File: config.mk
export PLATFORM = sky130hd
export DESIGN_NAME = sapp_port
export DESIGN_NICKNAME = d
export VERILOG_FILES = /design/src/hdl/sapp_pkg.sv /design/src/hdl/sapp_sync.sv /design/src/hdl/sapp_bus_map.sv /design/src/hdl/sapp_port.sv
export VERILOG_INCLUDE_DIRS = /design/src /design/src/hdl
export SDC_FILE = /design/constraint.sdc
export NUM_CORES = 1
export LEC_CHECK = 0
export ABC_AREA = 1
export BUFFER_PORTS_ARGS = -buffer_cell sky130_fd_sc_hd__clkbuf_2
export CORE_MARGIN = 3
export CORE_UTILIZATION = 40
export DETAILED_ROUTE_END_ITERATION = 7
export GPL_ROUTABILITY_DRIVEN = 0
export GPL_TIMING_DRIVEN = 0
export HOLD_SLACK_MARGIN = 0.12
export SLEW_MARGIN = 0
export SYNTH_ARGS = -nofsm -noshare
export SYNTH_HDL_FRONTEND = slang
export SYNTH_SLANG_ARGS = --single-unit
File: constraint.sdc
create_clock -name clock -period 1.7 [get_ports clock]
set_input_delay 0.17 -clock clock [delete_from_list [all_inputs] [get_ports clock]]
set_output_delay 0.17 -clock clock [all_outputs]
set_load 0.01 [all_outputs]
File: src/hdl/sapp_defs.svh
// constants of the converter host port
// assumes a 10 MHz clock; included by the bus map and port design files
`ifndef SAPP_DEFS_SVH
`define SAPP_DEFS_SVH
`define SAPP_CLK_NS        100
`define SAPP_CONV_NS       8000
`define SAPP_CONV_CYC      ((`SAPP_CONV_NS + `SAPP_CLK_NS - 1) / `SAPP_CLK_NS)
`define SAPP_BUSY_DLY_NS   200
`define SAPP_BUSY_DLY_CYC  ((`SAPP_BUSY_DLY_NS + `SAPP_CLK_NS - 1) / `SAPP_CLK_NS)
`define SAPP_RES_W         12
`define SAPP_BUS_W         16
`define SAPP_PAD_W         4
`define SAPP_BYTE_W        8
`define SAPP_RES_MSB       11
`define SAPP_RES_RST       12'h000
`endif

File: src/hdl/sapp_pkg.sv
// types of the converter host port
// assumes sapp_defs.svh is compiled alongside
package sapp_pkg;
    typedef enum logic [1:0] {SAPP_IDLE, SAPP_CONV, SAPP_SETTLE} sapp_state_t;
endpackage

File: src/hdl/sapp_sync.sv
// two flip-flop synchroniser for one pin
// assumes the pin is asynchronous to clock
module sapp_sync #(
    parameter logic RESET_VALUE = 1'b1
) (
    // clock and reset
    input  wire logic clock,
    input  wire logic reset,
    // pin and synchronised level
    input  wire logic pin,
    output logic      level
);
    logic stage1;

    always_ff @(posedge clock or posedge reset)
    begin
        if (reset)
        begin
            stage1 <= RESET_VALUE;
            level  <= RESET_VALUE;
        end
        else
        begin
            stage1 <= pin;
            level  <= stage1;
        end
    end
endmodule

File: src/hdl/sapp_bus_map.sv
// maps the held result onto the 16-line bus
// assumes a two's complement result word from the conversion core
`include "sapp_defs.svh"
module sapp_bus_map (
    // result and byte choice
    input  wire logic [`SAPP_RES_W-1:0] result,
    input  wire logic                   byteLow,
    // bus value
    output logic      [`SAPP_BUS_W-1:0] busValue
);
    logic [`SAPP_BUS_W-1:0] full;

    // result above four grounded pad lines
    assign full = {result, {`SAPP_PAD_W{1'b0}}};

    // low byte copied onto the upper byte when byte-select is high;
    // the lower byte keeps its place so the pad lines stay low in both modes
    assign busValue = byteLow
        ? {full[`SAPP_BYTE_W-1:0], full[`SAPP_BYTE_W-1:0]}
        : full;
endmodule

File: src/hdl/sapp_port.sv
// convert control and parallel read-out of a 12-bit converter
// assumes host pins are asynchronous; sample word comes from the analog core
`include "sapp_defs.svh"
module sapp_port #(
    parameter int CONV_CYCLES = `SAPP_CONV_CYC,
    parameter int BUSY_DELAY  = `SAPP_BUSY_DLY_CYC
) (
    // clock and reset
    input  wire logic                   clock,
    input  wire logic                   reset,
    // host control pins
    input  wire logic                   selectN,
    input  wire logic                   readConvert,
    input  wire logic                   byteSelect,
    // analog core sample
    input  wire logic [`SAPP_RES_W-1:0] sample,
    // host status and data pins
    output logic                        busyN,
    output logic [`SAPP_BUS_W-1:0]      dataOut,
    output logic [`SAPP_BUS_W-1:0]      dataOe
);
    // ------------------------------------------------------------
    // pin synchronisers
    // ------------------------------------------------------------
    logic selSync;
    logic rcSync;
    logic byteSync;

    sapp_sync #(.RESET_VALUE(1'b1)) u_selSync (
        .clock (clock), .reset (reset), .pin (selectN), .level (selSync));
    sapp_sync #(.RESET_VALUE(1'b1)) u_rcSync (
        .clock (clock), .reset (reset), .pin (readConvert), .level (rcSync));
    sapp_sync #(.RESET_VALUE(1'b0)) u_byteSync (
        .clock (clock), .reset (reset), .pin (byteSelect), .level (byteSync));

    // ------------------------------------------------------------
    // start detection
    // ------------------------------------------------------------
    logic convReq;
    logic convReqPrev;
    logic startPulse;
    logic readEnable;

    // select and read/convert are or'd: low together means convert
    assign convReq    = ~selSync & ~rcSync;
    assign readEnable = ~selSync & rcSync;

    always_ff @(posedge clock or posedge reset)
    begin
        if (reset)
            convReqPrev <= 1'b0;
        else
            convReqPrev <= convReq;
    end

    sapp_pkg::sapp_state_t state;
    // edge of the combined request starts only while idle and busy is high again
    assign startPulse = convReq & ~convReqPrev & busyN
                      & (state == sapp_pkg::SAPP_IDLE);

    // ------------------------------------------------------------
    // conversion sequencer
    // ------------------------------------------------------------
    localparam int CW = $clog2(CONV_CYCLES + BUSY_DELAY + 1);
    logic [CW-1:0] count;

    always_ff @(posedge clock or posedge reset)
    begin
        if (reset)
        begin
            state <= sapp_pkg::SAPP_IDLE;
            count <= '0;
        end
        else
        begin
            unique case (state)
                sapp_pkg::SAPP_IDLE:
                begin
                    if (startPulse)
                    begin
                        state <= sapp_pkg::SAPP_CONV;
                        count <= CW'(CONV_CYCLES - 1);
                    end
                end
                sapp_pkg::SAPP_CONV:
                begin
                    if (count == '0)
                    begin
                        state <= sapp_pkg::SAPP_SETTLE;
                        count <= CW'(BUSY_DELAY - 1);
                    end
                    else
                        count <= count - CW'(1);
                end
                sapp_pkg::SAPP_SETTLE:
                begin
                    if (count == '0)
                        state <= sapp_pkg::SAPP_IDLE;
                    else
                        count <= count - CW'(1);
                end
            endcase
        end
    end

    // ------------------------------------------------------------
    // result latch
    // ------------------------------------------------------------
    logic [`SAPP_RES_W-1:0] heldSample;
    logic [`SAPP_RES_W-1:0] result;
    logic                   convDone;

    assign convDone = (state == sapp_pkg::SAPP_CONV) && (count == '0);

    // sample is frozen at the start, published at the end of conversion
    always_ff @(posedge clock or posedge reset)
    begin
        if (reset)
            heldSample <= `SAPP_RES_RST;
        else if (startPulse)
            heldSample <= sample;
    end

    always_ff @(posedge clock or posedge reset)
    begin
        if (reset)
            result <= `SAPP_RES_RST;
        else if (convDone)
            result <= heldSample;
    end

    // ------------------------------------------------------------
    // busy output
    // ------------------------------------------------------------
    logic next_busyN;

    // low from the start, and for BUSY_DELAY + 1 cycles from when the latch holds the new word
    assign next_busyN = (state == sapp_pkg::SAPP_IDLE) ? ~startPulse : 1'b0;

    always_ff @(posedge clock or posedge reset)
    begin
        if (reset)
            busyN <= 1'b1;
        else
            busyN <= next_busyN;
    end

    // ------------------------------------------------------------
    // data bus drivers
    // ------------------------------------------------------------
    logic [`SAPP_BUS_W-1:0] busValue;

    sapp_bus_map u_map (
        .result   (result),
        .byteLow  (byteSync),
        .busValue (busValue)
    );

    always_ff @(posedge clock or posedge reset)
    begin
        if (reset)
        begin
            dataOut <= '0;
            dataOe  <= '0;
        end
        else
        begin
            dataOut <= busValue;
            dataOe  <= {`SAPP_BUS_W{readEnable}};
        end
    end

    // ------------------------------------------------------------
    // busy span watch
    // ------------------------------------------------------------
    localparam int BUSY_SPAN = CONV_CYCLES + BUSY_DELAY + 1;
    logic [CW:0] busyLowCount;

    // counts the cycles busy has stood low, read only by the span check
    always_ff @(posedge clock or posedge reset)
    begin
        if (reset)
            busyLowCount <= '0;
        else if (busyN)
            busyLowCount <= '0;
        else
            busyLowCount <= busyLowCount + (CW+1)'(1);
    end
endmodule

* Word-level counts from Yosys, hierarchy flattened
Index checks and enable logic that the tools add are counted.
** Word-level totals
- ROM bits :: 0
- Memories kept :: 0
- Register bits :: 58
- RAM bits :: 0
- Bits in latches :: 0
- Input bits :: 17
** Operators by class
- Muxes and demuxes :: 10
- Bitwise logic cells :: 9
- Order comparisons :: 0
- Div/mod/pow operators :: 0
- Reduce and logical (&&, ||, !) cells :: 5
- Equality and inequality tests :: 6
- $mul :: 0
- Shift-type cells :: 0
- Add/subtract/negate cells :: 1
** Operators with widths (count)
- $mux 7 :: 3
- $pmux 7 s3 :: 1
- $mux 16 :: 1
- $ne 2x2->1 const B :: 4
- $logic_not 7->1 :: 1
- $sub 7x1->7 const B :: 1
- $mux 2 :: 3
- $pmux 2 s3 :: 1
- $and 1x1->1 :: 5
- $not 1->1 :: 4
- $reduce_and 3->1 :: 1
- $eq 2x1->1 const B :: 1
- $eq 2x2->1 const B :: 1
- $logic_not 2->1 :: 1
- $reduce_and 2->1 :: 1
- $logic_and 1x1->1 :: 1
- $mux 1 :: 1

* Depth between registers and ports, before layout
- Depth in word-level cells :: 7
- Gate-level depth with buffers :: 11
- Depth with buffers taken out :: 11

* By module
Synthesis repeated with hierarchy kept, for this count alone.
** Second synthesis, totals
- Cell total of the unflattened synthesis :: 252
- Area, all modules :: 2547.4 µm²
** Modules (own cells, without submodules)
- sapp_port :: instances 1, seq. area each 1302.5 µm², cells an instance 212, area an instance 2227.1 µm²
- sapp_bus_map :: instances 1, seq. area each 0.0 µm², cells an instance 31, area an instance 153.9 µm²
- sapp_sync at u_rcSync ... :: instances 2, seq. area each 52.6 µm², cells an instance 3, area an instance 56.3 µm²
- sapp_sync at u_byteSync :: instances 1, seq. area each 50.0 µm², cells an instance 3, area an instance 53.8 µm²

* Least setup slack after synthesis
OpenSTA, ideal clock, no wires.
- Path type :: register to register
- From :: reg count[0]
- To :: reg count[4]
- Setup time :: 0.113 ns
- Period minus slack after synthesis :: 1.346 ns
- Path buffers :: 0
- Stages on the path, launching flop included :: 12
- Arrival :: 1.234 ns
- Setup slack :: 0.354 ns
- Cell sequence :: dfrtp_1 -> inv_1 -> ha_1 -> inv_1 -> nor2_4 -> nand3_2 -> nand2_1 -> nand2_1 -> nand2_1 -> nand2_1 -> nand2_1 -> inv_1
** On the way
- Word-level cells in the longest chain between the ends :: 3
- Elaborated cells between the ends (all ways) :: 7
- Classes of those cells :: add/sub: 1; eq/ne: 1; mux: 3; reduce/logical: 2
** Ends and longest elaborated chain
- start: declaration :: line sapp_port.sv:65 : logic [CW-1:0] count;
- start signal: assignment :: line sapp_port.sv:82 : count <= CW'(CONV_CYCLES - 1);
- start signal: assignment :: line sapp_port.sv:90 : count <= CW'(BUSY_DELAY - 1);
- start signal: assignment :: line sapp_port.sv:93 : count <= count - CW'(1);
- $sub 7x1->7 or $logic_not 7->1 (tied branches)
- $mux 7 (tied with other cells) :: line sapp_port.sv:97 : if (count == '0)
- $pmux 7 s3 or $reduce_and 2->1 (tied branches)
Several ways; a longest one is shown, not always the timed one. The select of a mux whose other input is x is not followed.
A chain may end at the register's enable or synchronous reset.

* Final worst setup path
- From :: reg state[0]
- To :: reg heldSample[3]
** On the way
- Word-level cells in the longest chain between the ends :: 2
** Ends and longest elaborated chain
- start: declaration :: line sapp_port.sv:56 : sapp_pkg::sapp_state_t state;
- start signal: assignment :: line sapp_port.sv:71 : state <= sapp_pkg::SAPP_IDLE;
- start signal: assignment :: line sapp_port.sv:81 : state <= sapp_pkg::SAPP_CONV;
- start signal: assignment :: line sapp_port.sv:89 : state <= sapp_pkg::SAPP_SETTLE;
- $logic_not 2->1 :: line sapp_port.sv:59 : & (state == sapp_pkg::SAPP_IDLE);
- $and 1x1->1 :: line sapp_port.sv:59
- end signal: assignment :: line sapp_port.sv:119 : heldSample <= `SAPP_RES_RST;
- end signal: assignment :: line sapp_port.sv:121 : heldSample <= sample;
- end: declaration :: line sapp_port.sv:109 : logic [`SAPP_RES_W-1:0] heldSample;
Every way passes these cells.

==> results.md <==
- Status: complete, no violations
- Power Dens Cells: roughly 1400 nW/um^2
- CTS buffer count: 5
- Fin crit period: about 1.5 ns
- Rows: 27
- Syn_area_per_cell: between 9 and 10 sq um
- Number of diodes: 0
- Period utilisation layout: 87.5%
- Mux cell area share after synthesis: 2.36%
- Yosys top cell area share: around half
- WHS: around 0.13 ns
- Endpoint class of the critical path: flop
- Final instance area: between 3000 and 4000 sq um
- Synth-to-Final Area Change: 26.9%
- Initial Utilization: a little over two fifths
- Initial antenna violation count: 0
- Internal reg-to-reg setup slack: approximately 0.21 ns
- Worst-path clk slew: 0.09 ns
- Vias per cell: 4.30
- DRT Pass-1 Iters: 4
- Routed length on met3: between 150 and 200 um
- RSZ-0062 raised after global routing: false
- H-tree lvl count: 2
- Achievable Freq: 672 MHz
- Synth Register Bits: 54
- Routed length on met1: between 1.5 and 2 mm
- Critical Path RT: ~1.9 ns
- Vias: 1,647
- Final setup viols: 0
- Routed wire length per instance: around 11 um
- Core area: between 5000 and 6000 sq um
- Clock buffer depth: 2
- Fin nets: about 330
- Total grt overflow: 0
- Top sig layer: met4
- Max-slew violation count: 0
- Global-route wire length before repair: 7.51 mm
- Post-Syn Area: 2390 sq um
- Leakage power: 1.59 nW
- Pre-CTS WS: 0.165 ns
- Final Hold Fails: 0
- Mapped Cells: 239
- Die area: roughly 6900 sq um
- Fin worst setup slack: between 0.2 and 0.25 ns
- Postcts setup bufs: 0
- CTS tree: built
- Post-synth EDFFs: 0
- Critical path peak fanout: 10
- Die Y-Extent: 83.3 um
- I/O Pins: 50
- Library cells used by synthesis: 27
- Fillcell total: between 500 and 600
- Root Driver: clkbuf_8
- DR iter-0 viols: 58
- Number of port buffers: 45
- Layout cells sized above 1: around a third
- Skew-Pair Late Insertion Delay: approximately 0.3 ns
- Routed wire length on met2: about 2.1 mm
- Vias in the first global route: approximately 1,700
- Synth Area in Simple Gates: between 10% and 20%
- Peak supply drop: 0.000673 V
- Synth area leader: dfrtp_1
- Total wire length: slightly above 4 mm
- Crit path kind: flop to flop
- Synth top area cells: dfrtp_1, buf_4, nand2_1
- Clock Sinks: 54
- Adder-cell share of the synthesized area: under 10%
- WP data arrival: between 1.5 and 2 ns
- Post-Synth XOR/XNOR Area: less than 1%
- Die W: between 80 and 90 um
- Primary FF master, synth: dfrtp_1
- Yosys warnings: 0
- Placed cell areas: approximately 2700 sq um
- Hold crit path type: input port to flop
- Startpoint types: flop
- Max Cap Viol: 0
- Largest family of logic cells by synthesized area: simple AND/OR/NAND/NOR gates
- Post-synth top cells: dfrtp_1, nand2_1, inv_1
- DRC errors left: 0
- Post-synth ARST share: between 90% and 100%
- Seq/Total Area, Yosys: 56.9%
- GRT Util Overall: between 10% and 20%
- Final Skew: 0.00937 ns
- Final ANT Viol Nets: 0
- Most frequent cell after synthesis: dfrtp_1
- Synth Area in Compound Gates: roughly 8.3%
- Largest net degree at the start of global routing: 36
- Dpl hpwl: just under 3 mm
[final cells by class]
| type | count | area (sq um) | share of cell area, % |
|---|---|---|---|
| Multi-Input combinational cell | 130 | 739 | 24.4 |
| Inverter | 34 | 128 | 4.21 |
| Buffer | 24 | 178 | 5.86 |
| Timing Repair Buffer | 61 | 395 | 13.0 |
| Sequential cell | 54 | 1360 | 44.8 |
| Clock inverter | 2 | 60.1 | 1.98 |
| Clock buffer | 6 | 82.6 | 2.73 |
| Tap cell | 72 | 90.1 | 2.97 |
[worst max-delay path, stage by stage (launching register included)]
cell and delay (ns):
dfrtp_1 0.38, inv_1 0.07, ha_1 0.22, nand3_1 0.21, clkbuf_1 0.34, a21oi_1 0.13
[cell families after synthesis]
| family | after synthesis |
|---|---|
| xor+xnor | 2 |
| other cells | 1 |
| buf+inv | 58 |
| compound gates | 32 |
| mux | 5 |
| fa+ha+maj | 5 |
| flops | 54 |
| simple gates | 82 |
[cells in the final DEF, fill, tap and decap left out, types with 5 or more instances in the layout]
master,count
a21oi_1,15
buf_4,19
clkbuf_2,46
clkbuf_8,6
dfrtp_1,49
dfstp_2,5
dlygate4sd3_1,15
ha_1,5
inv_1,31
mux2_2,5
nand2_1,36
nor2_1,27
o21ai_0,5
o21ai_2,8
[worst paths after layout]
check	startpoint	endpoint	cells past startpoint
min in group asynchronous	reset	u_byteSync.stage1	3
max	state[0]	heldSample[3]	5
min reg2reg	u_byteSync.stage1	u_byteSync.level	0
max reg2reg	state[0]	heldSample[3]	5
max in group asynchronous	reset	result[8]	4
min	sample[8]	heldSample[8]	3
[where the power goes]
part	internal (W)	switching, W	total, W
Clock	0.000628	0.000399	0.00103
Combinational	0.000547	0.000827	0.00137
Sequential	0.00168	0.000199	0.00188
[state kept, by name, indices dropped and copies added, names as in the netlist]
name,flops
heldSample,12
convReqPrev,1
result,12
count,7
u_byteSync.level,1
u_rcSync.stage1,1
busyN,1
u_rcSync.level,1
dataOe,1
state,2
u_byteSync.stage1,1
u_selSync.stage1,1
dataOut,12
u_selSync.level,1
[per-layer routing]
metal | vias to the layer above | global-route usage [%]
li1 | 862 | -
met1 | 747 | 15.8
met2 | 34 | 23.6
met3 | 4 | 3.47
met4 | 0 | 2.97
met5 | - | 0
[per-stage QoR]
step | utilization (%) | cells | total power, W | TNS [ns]
after detailed placement | 48.5 | 360 | 0.00327 | 0
after floorplan | - | 242 | 0.00290 | 0
after CTS | 53.6 | 383 | 0.00433 | 0
after global placement | 48.1 | 359 | 0.00322 | -20.85
final | 53.7 | 383 | 0.00428 | 0
after global routing | 53.7 | 383 | 0.00467 | 0
[timing repair]
action                                  4_1_cts  5_1_grt
gates resized for setup                       0        4
hold endpoints to repair                     28        0
hold buffers                                 15        0
endpoints found under the setup margin        0       14
(Power assumes the default switching activity.)
